<file path="src/core/aidr_pkg.sv">
/*
  Package for the analog input diagnostic record block: record byte indices,
  field positions, constant descriptor values and timing counts.
  Assumes a 25 MHz system clock.
*/
package aidr_pkg;
  // ------------------------------------------------------------
  // Timing
  // ------------------------------------------------------------
  localparam int CLK_HZ = 25_000_000;
  localparam int TICK_NS = 1000;
  localparam int CLK_PERIOD_NS = 1_000_000_000 / CLK_HZ;
  localparam int TICK_CYCLES = TICK_NS / CLK_PERIOD_NS;
  localparam logic [4:0] TICK_LAST = 5'(TICK_CYCLES - 1);

  // ------------------------------------------------------------
  // Record byte indices (diagnostic record, byte addressed)
  // ------------------------------------------------------------
  localparam logic [4:0] IDX_MODULE_EXT_DIAG = 5'h03;
  localparam logic [4:0] IDX_CHANNEL_TYPE = 5'h04;
  localparam logic [4:0] IDX_BITS_PER_CH = 5'h05;
  localparam logic [4:0] IDX_CHANNEL_COUNT = 5'h06;
  localparam logic [4:0] IDX_GROUP_SUMMARY = 5'h07;
  localparam logic [4:0] IDX_CH0_ERROR = 5'h08;
  localparam logic [4:0] IDX_CH1_ERROR = 5'h09;
  localparam logic [4:0] IDX_UNUSED_FIRST = 5'h0a;
  localparam logic [4:0] IDX_UNUSED_LAST = 5'h0f;
  localparam logic [4:0] IDX_TIMESTAMP = 5'h10;
  localparam logic [4:0] IDX_TIMESTAMP_LAST = 5'h13;

  // ------------------------------------------------------------
  // Field positions
  // ------------------------------------------------------------
  localparam int EXT_BUF_OVERFLOW = 3;
  localparam int EXT_COMM_ERROR = 4;
  localparam int EXT_IRQ_LOST = 6;
  localparam int CHE_PARAM = 0;
  localparam int CHE_RAW_HIGH = 1;
  localparam int CHE_RAW_LOW = 2;
  localparam int CHE_SENSOR_SUPPLY = 4;
  localparam int CHE_IRQ_LOST = 5;
  localparam int CHE_RANGE_UNDER = 6;
  localparam int CHE_RANGE_OVER = 7;

  // ------------------------------------------------------------
  // Constant values and reset values
  // ------------------------------------------------------------
  localparam logic [6:0] CHTYPE_DIGITAL_IN = 7'h70;
  localparam logic [6:0] CHTYPE_ANALOG_IN = 7'h71;
  localparam logic [6:0] CHTYPE_DIGITAL_OUT = 7'h72;
  localparam logic [6:0] CHTYPE_ANALOG_OUT = 7'h73;
  localparam logic [6:0] CHTYPE_ANALOG_INOUT = 7'h74;
  localparam logic [6:0] CHTYPE_COUNTER = 7'h76;
  localparam logic [7:0] BITS_PER_CH_VALUE = 8'h08;
  localparam logic [7:0] CHANNEL_COUNT_VALUE = 8'h02;
  localparam logic [7:0] BYTE_RESET = 8'h00;
  localparam logic [31:0] TICKER_RESET = 32'h0000_0000;
  localparam logic [15:0] WORD_RESET = 16'h0000;
  localparam logic [15:0] ADC_MASK = 16'h0fff;
  localparam int NUM_CH = 2;
  localparam int ADC_BITS = 12;
  localparam int OUT_IMAGE_BYTES = 0;
endpackage : aidr_pkg

</file>
<file path="src/core/aidr_record.sv">
/*
  Diagnostic record and input image of a two channel 12-bit analog input
  module. Error causes arrive as levels from logic on the same clock; the
  conversion results arrive as 12-bit words with a one-cycle valid strobe.
  The record is read a byte at a time by index, answer one cycle later.
*/
`timescale 1ns/1ps
module aidr_record
  import aidr_pkg::*;
(
  input wire logic mclk_i,
  input wire logic rst_i,
  input wire logic buf_overflow_i,
  input wire logic comm_error_i,
  input wire logic irq_lost_i,
  input wire logic bus_ok_i,
  input wire logic [1:0] param_err_i,
  input wire logic [1:0] raw_high_i,
  input wire logic [1:0] raw_low_i,
  input wire logic [1:0] supply_err_i,
  input wire logic [1:0] ch_irq_lost_i,
  input wire logic [1:0] range_under_i,
  input wire logic [1:0] range_over_i,
  input wire logic [1:0] sample_valid_i,
  input wire logic [23:0] sample_data_i,
  input wire logic rd_en_i,
  input wire logic [4:0] rd_index_i,
  input wire logic img_rd_en_i,
  input wire logic [1:0] img_addr_i,
  output logic [7:0] rd_data_o,
  output logic [7:0] img_data_o,
  output logic [15:0] analog_value_ch0_o,
  output logic [15:0] analog_value_ch1_o,
  output logic [31:0] ticker_o,
  output logic diag_active_o,
  output logic run_indicator_o,
  output logic fault_indicator_o,
  output logic [1:0] channel_indicator_o,
  output logic [7:0] out_image_bytes_o
);

  // ------------------------------------------------------------
  // Microsecond ticker
  // ------------------------------------------------------------
  logic [4:0] tick_div;
  logic [31:0] ticker;

  always_ff @(posedge mclk_i or posedge rst_i) begin
    if (rst_i) begin
      tick_div <= 5'h00;
    end else if (tick_div == TICK_LAST) begin
      tick_div <= 5'h00;
    end else begin
      tick_div <= tick_div + 5'h01;
    end
  end

  always_ff @(posedge mclk_i or posedge rst_i) begin
    if (rst_i) begin
      ticker <= TICKER_RESET;
    end else if (tick_div == TICK_LAST) begin
      ticker <= ticker + 32'h0000_0001; // Natural wrap
    end
  end

  // ------------------------------------------------------------
  // Live diagnostic bytes
  // ------------------------------------------------------------
  // Bytes follow their causes directly so a going diagnostic needs no
  // acknowledge from the coupler.
  logic [7:0] ext_diag;
  logic [7:0] ch_err [NUM_CH];
  logic [7:0] next_ext_diag;
  logic [7:0] next_ch_err [NUM_CH];
  logic [7:0] group_summary;
  logic any_diag;

  always_comb begin
    next_ext_diag = BYTE_RESET;
    next_ext_diag[EXT_BUF_OVERFLOW] = buf_overflow_i;
    next_ext_diag[EXT_COMM_ERROR] = comm_error_i;
    next_ext_diag[EXT_IRQ_LOST] = irq_lost_i;
  end

  genvar g;
  generate
    for (g = 0; g < NUM_CH; g++) begin : g_ch
      always_comb begin
        next_ch_err[g] = BYTE_RESET; // Bit 3 stays zero
        next_ch_err[g][CHE_PARAM] = param_err_i[g];
        next_ch_err[g][CHE_RAW_HIGH] = raw_high_i[g];
        next_ch_err[g][CHE_RAW_LOW] = raw_low_i[g];
        next_ch_err[g][CHE_SENSOR_SUPPLY] = supply_err_i[g];
        next_ch_err[g][CHE_IRQ_LOST] = ch_irq_lost_i[g];
        next_ch_err[g][CHE_RANGE_UNDER] = range_under_i[g];
        next_ch_err[g][CHE_RANGE_OVER] = range_over_i[g];
      end

      always_ff @(posedge mclk_i or posedge rst_i) begin
        if (rst_i) begin
          ch_err[g] <= BYTE_RESET;
        end else begin
          ch_err[g] <= next_ch_err[g]; // Self clearing
        end
      end

      always_ff @(posedge mclk_i or posedge rst_i) begin
        if (rst_i) begin
          channel_indicator_o[g] <= 1'b0;
        end else begin
          channel_indicator_o[g] <= range_under_i[g] | range_over_i[g] | param_err_i[g];
        end
      end

    end
  endgenerate

  // ------------------------------------------------------------
  // Analog value words
  // ------------------------------------------------------------
  // Only the 12 result bits are kept; upper bits read zero.
  // One process per word so each output has a single driver.
  logic [11:0] sample_ch0;
  logic [11:0] sample_ch1;

  assign sample_ch0 = sample_data_i[11:0];
  assign sample_ch1 = sample_data_i[23:12];

  always_ff @(posedge mclk_i or posedge rst_i) begin
    if (rst_i) begin
      analog_value_ch0_o <= WORD_RESET;
    end else if (sample_valid_i[0]) begin
      analog_value_ch0_o <= {4'h0, sample_ch0};
    end
  end

  always_ff @(posedge mclk_i or posedge rst_i) begin
    if (rst_i) begin
      analog_value_ch1_o <= WORD_RESET;
    end else if (sample_valid_i[1]) begin
      analog_value_ch1_o <= {4'h0, sample_ch1};
    end
  end

  always_ff @(posedge mclk_i or posedge rst_i) begin
    if (rst_i) begin
      ext_diag <= BYTE_RESET;
    end else begin
      ext_diag <= next_ext_diag;
    end
  end

  always_comb begin
    group_summary = BYTE_RESET;
    group_summary[0] = |ch_err[0];
    group_summary[1] = |ch_err[1];
  end

  assign any_diag = (|ext_diag) | (|group_summary);

  // ------------------------------------------------------------
  // Timestamp and fault indicator
  // ------------------------------------------------------------
  // Events during an active window are not stored: the stamp is taken only
  // on the first incoming diagnostic.
  logic [31:0] diag_timestamp;

  always_ff @(posedge mclk_i or posedge rst_i) begin
    if (rst_i) begin
      diag_active_o <= 1'b0;
    end else begin
      diag_active_o <= any_diag;
    end
  end

  always_ff @(posedge mclk_i or posedge rst_i) begin
    if (rst_i) begin
      diag_timestamp <= TICKER_RESET;
    end else if (any_diag && !diag_active_o) begin
      diag_timestamp <= ticker;
    end
  end

  // Fault lamp also covers a dead bus, so it is lit with run dark
  always_ff @(posedge mclk_i or posedge rst_i) begin
    if (rst_i) begin
      fault_indicator_o <= 1'b0;
    end else begin
      fault_indicator_o <= any_diag | !bus_ok_i;
    end
  end

  always_ff @(posedge mclk_i or posedge rst_i) begin
    if (rst_i) begin
      run_indicator_o <= 1'b0;
    end else begin
      run_indicator_o <= bus_ok_i;
    end
  end

  always_ff @(posedge mclk_i or posedge rst_i) begin
    if (rst_i) begin
      ticker_o <= TICKER_RESET;
    end else begin
      ticker_o <= ticker;
    end
  end

  always_ff @(posedge mclk_i or posedge rst_i) begin
    if (rst_i) begin
      out_image_bytes_o <= BYTE_RESET;
    end else begin
      out_image_bytes_o <= 8'(OUT_IMAGE_BYTES);
    end
  end

  // ------------------------------------------------------------
  // Record read port
  // ------------------------------------------------------------
  function automatic logic [7:0] stamp_byte(input logic [31:0] v, input logic [1:0] sel);
    logic [7:0] b;
    b = v[8*sel +: 8];
    return b;
  endfunction : stamp_byte

  logic [7:0] next_rd_data;

  always_comb begin
    next_rd_data = BYTE_RESET; // Unmapped and reserved read zero
    if (rd_index_i == IDX_MODULE_EXT_DIAG) begin
      next_rd_data = ext_diag;
    end else if (rd_index_i == IDX_CHANNEL_TYPE) begin
      next_rd_data = {1'b0, CHTYPE_ANALOG_IN};
    end else if (rd_index_i == IDX_BITS_PER_CH) begin
      next_rd_data = BITS_PER_CH_VALUE;
    end else if (rd_index_i == IDX_CHANNEL_COUNT) begin
      next_rd_data = CHANNEL_COUNT_VALUE;
    end else if (rd_index_i == IDX_GROUP_SUMMARY) begin
      next_rd_data = group_summary;
    end else if (rd_index_i == IDX_CH0_ERROR) begin
      next_rd_data = ch_err[0];
    end else if (rd_index_i == IDX_CH1_ERROR) begin
      next_rd_data = ch_err[1];
    end else if (rd_index_i >= IDX_UNUSED_FIRST && rd_index_i <= IDX_UNUSED_LAST) begin
      next_rd_data = BYTE_RESET;
    end else if (rd_index_i >= IDX_TIMESTAMP && rd_index_i <= IDX_TIMESTAMP_LAST) begin
      // Most significant byte first
      next_rd_data = stamp_byte(diag_timestamp, 2'(IDX_TIMESTAMP_LAST - rd_index_i));
    end
  end

  always_ff @(posedge mclk_i or posedge rst_i) begin
    if (rst_i) begin
      rd_data_o <= BYTE_RESET;
    end else if (rd_en_i) begin
      rd_data_o <= next_rd_data;
    end
  end

  // ------------------------------------------------------------
  // Input image read port
  // ------------------------------------------------------------
  always_ff @(posedge mclk_i or posedge rst_i) begin
    if (rst_i) begin
      img_data_o <= BYTE_RESET;
    end else if (img_rd_en_i) begin
      case (img_addr_i)
        2'h0: img_data_o <= analog_value_ch0_o[7:0];
        2'h1: img_data_o <= analog_value_ch0_o[15:8];
        2'h2: img_data_o <= analog_value_ch1_o[7:0];
        default: img_data_o <= analog_value_ch1_o[15:8];
      endcase
    end
  end

endmodule : aidr_record

</file>
<file path="config.mk">
export PLATFORM = sky130hd
export DESIGN_NAME = aidr_record
export DESIGN_NICKNAME = d
export VERILOG_FILES = /design/src/core/aidr_pkg.sv /design/src/core/aidr_record.sv
export SDC_FILE = /design/constraint.sdc
export NUM_CORES = 1
export LEC_CHECK = 0
export ABC_AREA = 1
export BUFFER_PORTS_ARGS = -buffer_cell sky130_fd_sc_hd__buf_2
export CAP_MARGIN = 20
export CORE_UTILIZATION = 59
export DETAILED_ROUTE_END_ITERATION = 7
export GPL_ROUTABILITY_DRIVEN = 0
export GPL_TIMING_DRIVEN = 0
export PLACE_DENSITY = 0.85
export SLEW_MARGIN = 20
export SYNTH_ARGS = -nofsm -noshare
export SYNTH_HDL_FRONTEND = slang
export SYNTH_SLANG_ARGS = --single-unit
</file>
<file path="constraint.sdc">
create_clock -name mclk_i -period 13.2 [get_ports mclk_i]
set_input_delay 1.32 -clock mclk_i [delete_from_list [all_inputs] [get_ports mclk_i]]
set_output_delay 1.32 -clock mclk_i [all_outputs]
set_load 0.005 [all_outputs]
</file>
==> results of run 1 <==
==> power breakdown <==
group | leakage (µW) | total, µW | internal, µW | switching (µW)
Clock | 0.000286 | 510 | 304 | 205
Sequential | 0.00214 | 523 | 514 | 9.03
Combinational | 0.00226 | 66.8 | 27.1 | 39.7
Total | 0.00468 | 1100 | 845 | 254
==> routing by layer <==
layer	track usage (%)	routed length (µm)
met1	34.1	6800
met2	48.8	8480
met3	6.04	897
met4	13.3	469
met5	0	0
==> cell usage in the layout, fill, tap and decap left out, types with 11 or more instances in the layout <==
cell type,n
xor2_1,11
buf_4,17
dfrtp_1,163
nand2_1,299
nand4_1,16
inv_1,64
buf_2,134
nand3_1,52
o21ai_0,28
a21oi_1,12
nor2_1,54
conb_1,16
clkbuf_16,17
==> synthesized netlist by cell type, types with 9 or more instances <==
library cell and instances:
a21oi_1 12, buf_4 17, dfrtp_1 163, inv_1 65, nand2_1 299, nand3_1 52, nand4_1 16, nor2_1 54
nor2_2 9, o21ai_0 28, xnor2_1 9, xor2_1 11
==> registers in the layout, summed over array words and instances, names as in the netlist <==
| signal | cells |
|---|---|
| analog_value_ch1_o | 12 |
| channel_indicator_o | 2 |
| diag_active_o | 1 |
| ticker | 32 |
| run_indicator_o | 1 |
| fault_indicator_o | 1 |
| ext_diag | 3 |
| ticker_o | 32 |
| tick_div | 5 |
| analog_value_ch0_o | 12 |
| ch_err | 14 |
| rd_data_o | 8 |
| diag_timestamp | 32 |
| img_data_o | 8 |
==> kinds of logic (layout without fill, tap and decap cells) <==
family,after synthesis,count (layout)
flops,163,163
other cells,1,16
simple gates,460,460
xor+xnor,20,20
compound gates,50,50
buf+inv,102,264
fa+ha+maj,3,3
mux,8,8
==> per-stage QoR <==
step                      instances  hold WS (ns)
after floorplan                 822         0.395
after global placement         1094         0.437
after detailed placement       1095         0.452
after CTS                      1127         0.465
after global routing           1127         0.479
final                          1127         0.472
==> worst min-delay path by stage <==
stage                     from           end  slack, ns  cells after the start
global placement    ticker[31]  ticker_o[31]       0.44                      0
global route        ticker[31]  ticker_o[31]       0.48                      0
CTS                 ticker[31]  ticker_o[31]       0.47                      0
detailed placement  ticker[31]  ticker_o[31]       0.45                      0
floorplan           ticker[31]  ticker_o[31]       0.40                      0
finish              ticker[31]  ticker_o[31]       0.47                      0
==> cell type report <==
| cell class | instances | area, µm² |
|---|---|---|
| Sequential cell | 163 | 4080 |
| Fill cell | 833 | 2950 |
| Multi-Input combinational cell | 557 | 2640 |
| Timing Repair Buffer | 130 | 673 |
| Clock buffer | 18 | 439 |
| Inverter | 70 | 270 |
| Buffer | 32 | 213 |
| Tap cell | 143 | 179 |
| Clock inverter | 14 | 176 |
==> flow_summary_export.csv, run 1 <==
group,metric,value,unit
yosys,synth_mux_area_share,1.26,%
timing,fin_setup_tns,0,ns
critical_path,slowest_delay,0.41,ns
yosys,synth-compound-area-share,3.72,%
floorplan,coreArea,11600,µm²
power,power,1100,µW
floorplan,die_h,112,µm
routing,ant_nets,0,
floorplan,initial_utilization,61.4,%
power,p_per_area,127,nW/µm²
placement,place_area,8050,µm²
critical_path,cp-startpoint,"analog_value_ch0_o[3]",
routing,viasPerCell,5.23,
critical_path,endpoint_kind,"output pin",
critical_path,cp_top_family,"flip-flops",
floorplan,placementRows,39,
floorplan,pin_count,148,
yosys,syn-instance-count,807,
run,max-cap-violations,0,
run_status,violations,"DRC",
finish,drive_gt1_share,23.2,%
routing,firstDrtPassIters,7,
timing,period_share,17.4,%
timing,slew_headroom,65.3,%
critical_path,r2r_start,"tick_div[0]",
critical_path,crit_cells,1,
clock_tree,ctsHoldBuffers,0,
floorplan,dieWidth,112,µm
routing,routed_wl,16700,µm
finish,antenna_cells,0,
global_routing,grt_pass1_wl,27400,µm
run_status,status,"complete, but fails checks",
yosys,synthAdderAreaFrac,0.526,%
routing,vias,5897,
global_routing,grt_max_degree,112,
yosys,synth_top_cell_area_share,57.2,%
clock_tree,cts_sinks,163,
yosys,synthFlopType,"dfrtp_1",
critical_path,r2r_setup_slack,11.52,ns
placement,hpwl,11500,µm
finish,area_delta_synth_final,21.5,%
clock_tree,cts-resized-gates,0,
routing,drt-initial-drc-count,469,
critical_path,worstSetupPathType,"reg -> out",
critical_path,path_max_fanout,3,
global_routing,grt_util_all_layers,28.3,%
timing,finalHoldViolCount,0,
critical_path,worst_path_max_delay_cell,"dfrtp_1",
hold_path,worst_hold_path_type,"reg -> reg",
global_routing,grt_pass1_vias,5892,
placement,io_buffers,129,
critical_path,endpoint,"analog_value_ch0_o[3]",
finish,final_area,8660,µm²
placement,place_ws,10.71,ns
clock_tree,clkLatencyLatePin,0.43,ns
yosys,synth_edf_count,0,
critical_path,r2r-end,"ticker[23]",
yosys,yosysTopAreaCell,"dfrtp_1",
clock_tree,h-tree-depth,4,
critical_path,crit_chain,"buf_2",
finish,nets,1029,
global_routing,grt_overflow,0,
clock_tree,cts_setup_buffers,0,
finish,fin_util,74.6,%
clock_tree,cts_tree,"built",
yosys,async_flop_share,100,%
power,power_leakage,0.00468,µW
yosys,avgSynthCellArea,8.84,µm²
clock_tree,numCtsBuffers,17,
clock_tree,clkTransAtPathRegs,0.06,ns
global_routing,antenna_found_initial,0,
yosys,ys_seq_area_share,57.2,%
timing,tightest_slew,0.517,ns
yosys,synth_top_family_by_area,"simple AND/OR/NAND/NOR gates",
yosys,synthesis.area,7130,µm²
critical_path,worstPathRequired,11.88,ns
yosys,synth.area.top_cells,"dfrtp_1 (57%), nand2_1 (16%), nand3_1 (3.6%), inv_1 (3.4%), nor2_1 (2.8%)",
clock_tree,cts_root_buf,"clkbuf_16",
yosys,yosys_warnings,0,
floorplan,dieArea,12500,µm²
timing,max_freq,0.435,GHz
timing,grt_setup_unrepaired,"no",
critical_path,crit_buf_inv,1,
power,vdd_drop_max,0.0864,mV
yosys,synth_xor_area_share,2.46,%
timing,setup_viol,0,
timing,finalMaxSlewViolations,0,
yosys,synth-seq-cells,163,
timing,fin_skew,0.00537,ns
routing,avgRoutedWirePerCell,14.8,µm
critical_path,worstPathArrival,0.98,ns
clock_tree,max-clock-path-buffers,2,
timing,final.setup.worst_slack,10.90,ns
critical_path,startpoint_type,"flip-flop",
routing,drc,13,
yosys,synth.distinct_cells,35,
yosys,yosys.area_share.simple,28.1,%
critical_path,reg2reg_depth,8,
timing,fin_crit,2.30,ns
(Power assumes the default switching activity.)
==> inputs of run 2 (changes only) <==
--- a/config.mk
+++ b/config.mk
@@ -8,11 +8,11 @@
 export ABC_AREA = 1
 export BUFFER_PORTS_ARGS = -buffer_cell sky130_fd_sc_hd__buf_2
 export CAP_MARGIN = 20
-export CORE_UTILIZATION = 59
+export CORE_UTILIZATION = 55
 export DETAILED_ROUTE_END_ITERATION = 7
 export GPL_ROUTABILITY_DRIVEN = 0
 export GPL_TIMING_DRIVEN = 0
-export PLACE_DENSITY = 0.85
+export PLACE_DENSITY = 0.8
 export SLEW_MARGIN = 20
 export SYNTH_ARGS = -nofsm -noshare
 export SYNTH_HDL_FRONTEND = slang
==> constraint.sdc (replaced) <==
create_clock -name mclk_i -period 2.2 [get_ports mclk_i]
set_input_delay 0.22 -clock mclk_i [delete_from_list [all_inputs] [get_ports mclk_i]]
set_output_delay 0.22 -clock mclk_i [all_outputs]
set_load 0.005 [all_outputs]
==> run 2 against run 1 <==
Effect of this change: the run now ends clean; final cell count rose by 4.8%; sequential power rose to 6.0 times the previous value; sequential share of layout area fell by 2.0 points; setup slack got worse by 10 ns.
==> flow_summary_export.csv, run 2 (synthesis results as in run 1) <==
group,metric,value,unit
global_routing,grt_pass1_vias,5791,
power,p_per_area,760,nW/µm²
timing,finalHoldViolCount,0,
clock_tree,cts_root_buf,"clkbuf_16",
finish,nets,1054,
critical_path,endpoint_kind,"flip-flop",
finish,antenna_cells,0,
floorplan,dieArea,13400,µm²
timing,period_share,74.9,%
critical_path,r2r-end,"diag_timestamp[1]",
timing,fin_setup_tns,0,ns
floorplan,coreArea,12600,µm²
finish,area_delta_synth_final,26.7,%
global_routing,grt_overflow,0,
clock_tree,cts_tree,"built",
hold_path,holdCritStartpoint,"sample_data_i[4]",
power,power_leakage,0.00484,µW
critical_path,worstSetupPathType,"reg -> reg",
placement,place_area,8160,µm²
finish,drive_gt1_share,23.0,%
power,vdd_drop_max,0.504,mV
critical_path,path_max_fanout,10,
routing,routed_wl,16800,µm
critical_path,worstPathRequired,2.55,ns
finish,fill_cells,935,
routing,viasPerCell,5.02,
clock_tree,h-tree-depth,4,
routing,drc,0,
routing,firstDrtPassIters,5,
timing,grt_setup_unrepaired,"no",
clock_tree,cts_setup_buffers,0,
finish,fin_util,71.6,%
timing,tightest_slew,0.515,ns
floorplan,die_h,116,µm
floorplan,dieWidth,116,µm
hold_path,hold_path_end,"analog_value_ch0_o[4]",
routing,avgRoutedWirePerCell,14.2,µm
floorplan,initial_utilization,56.5,%
timing,fin_skew,0.00700,ns
timing,fin_crit,1.65,ns
finish,reg.largest.list,"diag_timestamp x32, ticker x32, ticker_o x32",
finish,layout_common_cells,"nand2_1 (299), dfrtp_1 (163), buf_2 (134), inv_1 (64), nor2_1 (54)",
clock_tree,cts_sinks,163,
finish,final_area,9040,µm²
timing,setup_viol,0,
floorplan,pin_count,148,
floorplan,placementRows,41,
clock_tree,clkLatencyLatePin,0.42,ns
placement,hpwl,11900,µm
clock_tree,cts-resized-gates,0,
clock_tree,clkTransAtPathRegs,0.06,ns
global_routing,antenna_found_initial,0,
power,power,6870,µW
global_routing,grt_pass1_wl,27400,µm
global_routing,grt_max_degree,37,
placement,io_buffers,129,
timing,max_freq,0.607,GHz
timing,slew_headroom,65.5,%
finish,final_common_cell,"nand2_1",
critical_path,startpoint_type,"flip-flop",
routing,vias,5926,
timing,finalMaxSlewViolations,0,
global_routing,grt_util_all_layers,27.0,%
hold_path,worst_hold_path_type,"in -> reg",
hold_path,hold_depth,3,
routing,drt-initial-drc-count,442,
run_status,status,"completed",
critical_path,r2r_start,"ext_diag[6]",
critical_path,reg2reg_depth,6,
routing,ant_nets,0,
clock_tree,max-clock-path-buffers,2,
clock_tree,numCtsBuffers,17,
critical_path,worstPathArrival,2.00,ns
critical_path,r2r_setup_slack,0.55,ns
run,max-cap-violations,0,
[run 2: cell types whose count changed in the layout (fill, tap and decap cells not counted)]
| cell | change |
|---|---|
| buf_12 | +4 |
| dlygate4sd3_1 | +21 |
| inv_6 | -4 |
| clkbuf_8 | +2 |
| clkinv_4 | +3 |
| bufinv_16 | +2 |
| clkinvlp_4 | -3 |
| inv_8 | -1 |
| clkinv_2 | +1 |
[run 2: worst max path at each step]
stage	startpoint	slack, ns	to	depth (start not counted)
2_1_floorplan	rst_i	-0.09	analog_value_ch0_o[0]	1
3_3_place_gp	rst_i	-0.94	channel_indicator_o[0]	2
5_1_grt	ext_diag[6]	0.42	diag_timestamp[1]	6
4_1_cts	ext_diag[6]	0.54	diag_timestamp[1]	6
6_report	ext_diag[6]	0.55	diag_timestamp[1]	6
3_5_place_dp	tick_div[0]	0.59	ticker[24]	9
[run 2: power breakdown]
group	switching [µW]	internal (µW)	total [µW]
combinational	245	201	445
sequential	53.3	3080	3130
clock	1180	2110	3290
total	1480	5390	6870
[run 2: metrics by stage]
| stage | worst slack [ns] | cells | hold WS, ns |
|---|---|---|---|
| 4_1_cts | 0.542 | 1181 | 0.0000721 |
| 5_1_grt | 0.420 | 1181 | 0.0221 |
| 3_3_place_gp | -0.939 | 1123 | 0.329 |
| 3_5_place_dp | 0.585 | 1128 | 0.206 |
| 2_1_floorplan | -0.0908 | 822 | 0.251 |
| 6_report | 0.552 | 1181 | 0.00560 |
[run 2: cell type report]
class                   count  area, µm²  share of cell area (%)
plain buffers              32        213                    2.35
clock buffers              20        467                    5.16
multi-input cells         557       2640                    29.1
flip-flops and latches    163       4080                    45.1
well taps                 172        215                    2.38
repair buffers            155        963                    10.7
inverters                  70        267                    2.95
clock inverters            12        203                    2.24
[run 2: repair_timing]
action | 4_1_cts | 5_1_grt
hold buffers | 21 | 0
endpoints found under the hold margin | 30 | 0
endpoints found under the setup margin | 0 | 0
[run 2: layer usage]
metal / share of wire (%) / track usage, % / routed length, µm
met5: 0 / 0 / 0
met3: 5.4 / 5.91 / 916
met2: 51 / 47.8 / 8610
met1: 41 / 32.7 / 6970
met4: 2.0 / 9.15 / 333
[run 2: critical path, cell delays in order (launching register included)]
cell     delay (ns)
dfrtp_1        0.37
nor3_1         0.39
nand3_2        0.30
nand2_2        0.22
buf_6          0.16
nand2_1        0.06
nand2_1        0.08
==> inputs of run 3 (changes only) <==
==> constraint.sdc (replaced) <==
create_clock -name mclk_i -period 1.6 [get_ports mclk_i]
set_input_delay 0.16 -clock mclk_i [delete_from_list [all_inputs] [get_ports mclk_i]]
set_output_delay 0.16 -clock mclk_i [all_outputs]
set_load 0.005 [all_outputs]
==> run 3 against run 2 <==
Effect of this change: critical path depth up 4; utilization up 3.2 points; sequential share of layout area down 1.8 points; clock-buffer cell count unchanged; register-to-register slack worse by 0.52 ns; clock power up 37%; highest routed layer unchanged; total power up 38%; global-route usage up 1.4 points.
==> flow_summary_export.csv, run 3 (synthesis results as in run 1) <==
group,metric,value,unit
finish,reg.largest.list,"diag_timestamp x32, ticker x32, ticker_o x32",
critical_path,endpoint,"ticker[30]",
routing,drt-initial-drc-count,495,
placement,io_buffers,129,
global_routing,grt_util_all_layers,28.4,%
timing,final.setup.worst_slack,0.0328,ns
hold_path,worst_hold_path_type,"in -> reg",
placement,dp.cells,1128,
global_routing,grt_max_degree,37,
finish,drive_gt1_share,25.0,%
floorplan,coreArea,12600,µm²
timing,finalMaxSlewViolations,0,
critical_path,r2r_start,"tick_div[0]",
timing,grt_setup_unrepaired,"yes",
critical_path,endpoint_kind,"flip-flop",
floorplan,placementRows,41,
clock_tree,clkLatencyLatePin,0.42,ns
clock_tree,clkTransAtPathRegs,0.06,ns
run_status,status,"completed",
routing,drc,0,
timing,max_freq,0.638,GHz
power,intPower,7450,µW
power,power,9500,µW
finish,final_common_cell,"nand2_1",
critical_path,path_max_fanout,8,
clock_tree,max-clock-path-buffers,2,
power,switchingPower,2050,µW
routing,vias,6161,
timing,slew_headroom,63.8,%
placement,place_area,8160,µm²
floorplan,initial_utilization,56.5,%
finish,area_delta_synth_final,32.4,%
floorplan,dieArea,13400,µm²
finish,layout_common_cells,"nand2_1 (297), dfrtp_1 (155), buf_2 (132), inv_1 (62), nor2_1 (51)",
global_routing,grt_overflow,0,
floorplan,dieWidth,116,µm
finish,nets,1082,
finish,fin_util,74.8,%
critical_path,worstPathRequired,1.96,ns
critical_path,reg2reg_depth,10,
global_routing,grt_pass1_vias,6077,
critical_path,startpoint_type,"flip-flop",
power,vdd_drop_max,0.680,mV
timing,fin_skew,0.00795,ns
global_routing,grt_pass1_wl,28800,µm
placement,place_ws,-0.0148,ns
critical_path,r2r_setup_slack,0.03,ns
routing,routed_wl,18200,µm
power,power_leakage,0.00496,µW
routing,firstDrtPassIters,5,
timing,tightest_slew,0.543,ns
timing,finalHoldViolCount,0,
placement,hpwl,11900,µm
power,p_comb_share,7.1,%
floorplan,die_h,116,µm
power,seqPwrFrac,45.4,%
critical_path,r2r-end,"ticker[30]",
routing,avgRoutedWirePerCell,15.0,µm
finish,fill_cells,862,
clock_tree,h-tree-depth,4,
timing,setup_viol,0,
power,p_clk_share,47.5,%
run,max-cap-violations,0,
clock_tree,numCtsBuffers,17,
clock_tree,cts_sinks,163,
finish,final_area,9440,µm²
finish,finalNonFillerCells,1209,
power,p_per_area,1010,nW/µm²
critical_path,worstSetupPathType,"reg -> reg",
timing,period_share,97.9,%
clock_tree,cts_tree,"built",
global_routing,antenna_found_initial,0,
critical_path,cp-startpoint,"tick_div[0]",
routing,viasPerCell,5.10,
finish,antenna_cells,0,
timing,fin_crit,1.57,ns
power,switching_share,21.6,%
floorplan,pin_count,148,
routing,ant_nets,0,
critical_path,worstPathArrival,1.93,ns
clock_tree,cts_root_buf,"clkbuf_16",
[run 3: power by group through the flow]
stage	combinational, µW	clock (µW)	sequential, µW
global placement	523	0	4380
detailed placement	569	0	4380
floorplan	284	0	4380
CTS	658	4560	4310
global route	757	4740	4320
finish	674	4510	4320
[run 3: worst min path at each step]
stage | start | to | slack, ns | cells after the start
4_1_cts | sample_valid_i[1] | analog_value_ch1_o[11] | 0.01 | 2
2_1_floorplan | param_err_i[1] | ch_err[0] | 0.19 | 0
5_1_grt | sample_valid_i[1] | analog_value_ch1_o[11] | 0.03 | 2
6_report | img_rd_en_i | img_data_o[5] | 0.03 | 3
3_5_place_dp | rst_i | ticker_o[6] | 0.15 | 2
3_3_place_gp | ch_irq_lost_i[1] | ch_err[5] | 0.27 | 1
[run 3: final cells by class]
| cell class | count | area (µm²) | area share (%) |
|---|---|---|---|
| clock buffers | 20 | 467 | 4.94 |
| flip-flops and latches | 163 | 4090 | 43.3 |
| well taps | 172 | 215 | 2.28 |
| inverters | 70 | 269 | 2.85 |
| plain buffers | 32 | 218 | 2.31 |
| repair buffers | 183 | 1230 | 13.0 |
| clock inverters | 12 | 203 | 2.15 |
| multi-input cells | 557 | 2750 | 29.1 |
[run 3: worst max-delay path, cell delays in order (launching register included)]
cell and delay, ns:
dfrtp_1 0.41, inv_2 0.08, ha_4 0.13, nand2_4 0.06, nor2_8 0.18, nand2_4 0.10
nor2_8 0.17, nand2_4 0.11, nor2_4 0.12, nand3_1 0.07, nand2_1 0.06
[run 3: metal layers]
layer,wire length [µm],track usage [%],part of all wire [%],up-vias
met5,0,0,0,-
met1,7290,33.3,40,2958
li1,-,-,-,2944
met2,9430,50.6,52,221
met4,420,11.5,2.3,0
met3,1010,6.12,5.6,38
[run 3: what timing repair did]
item                                   CTS  global route
setup endpoints to repair               35            50
resized for setup                        4            34
buffers inserted                         1             4
endpoints found under the hold margin  116             0
hold buffers                            44             0
gates cloned                             0             0
pin swaps                                2            12
[run 3: metrics by stage]
step	TNS, ns	hold slack, ns
6_report	0	0.0279
3_3_place_gp	-239.95	0.269
5_1_grt	-0.427	0.0299
4_1_cts	0	0.0138
3_5_place_dp	-0.0171	0.146
2_1_floorplan	-102.82	0.191
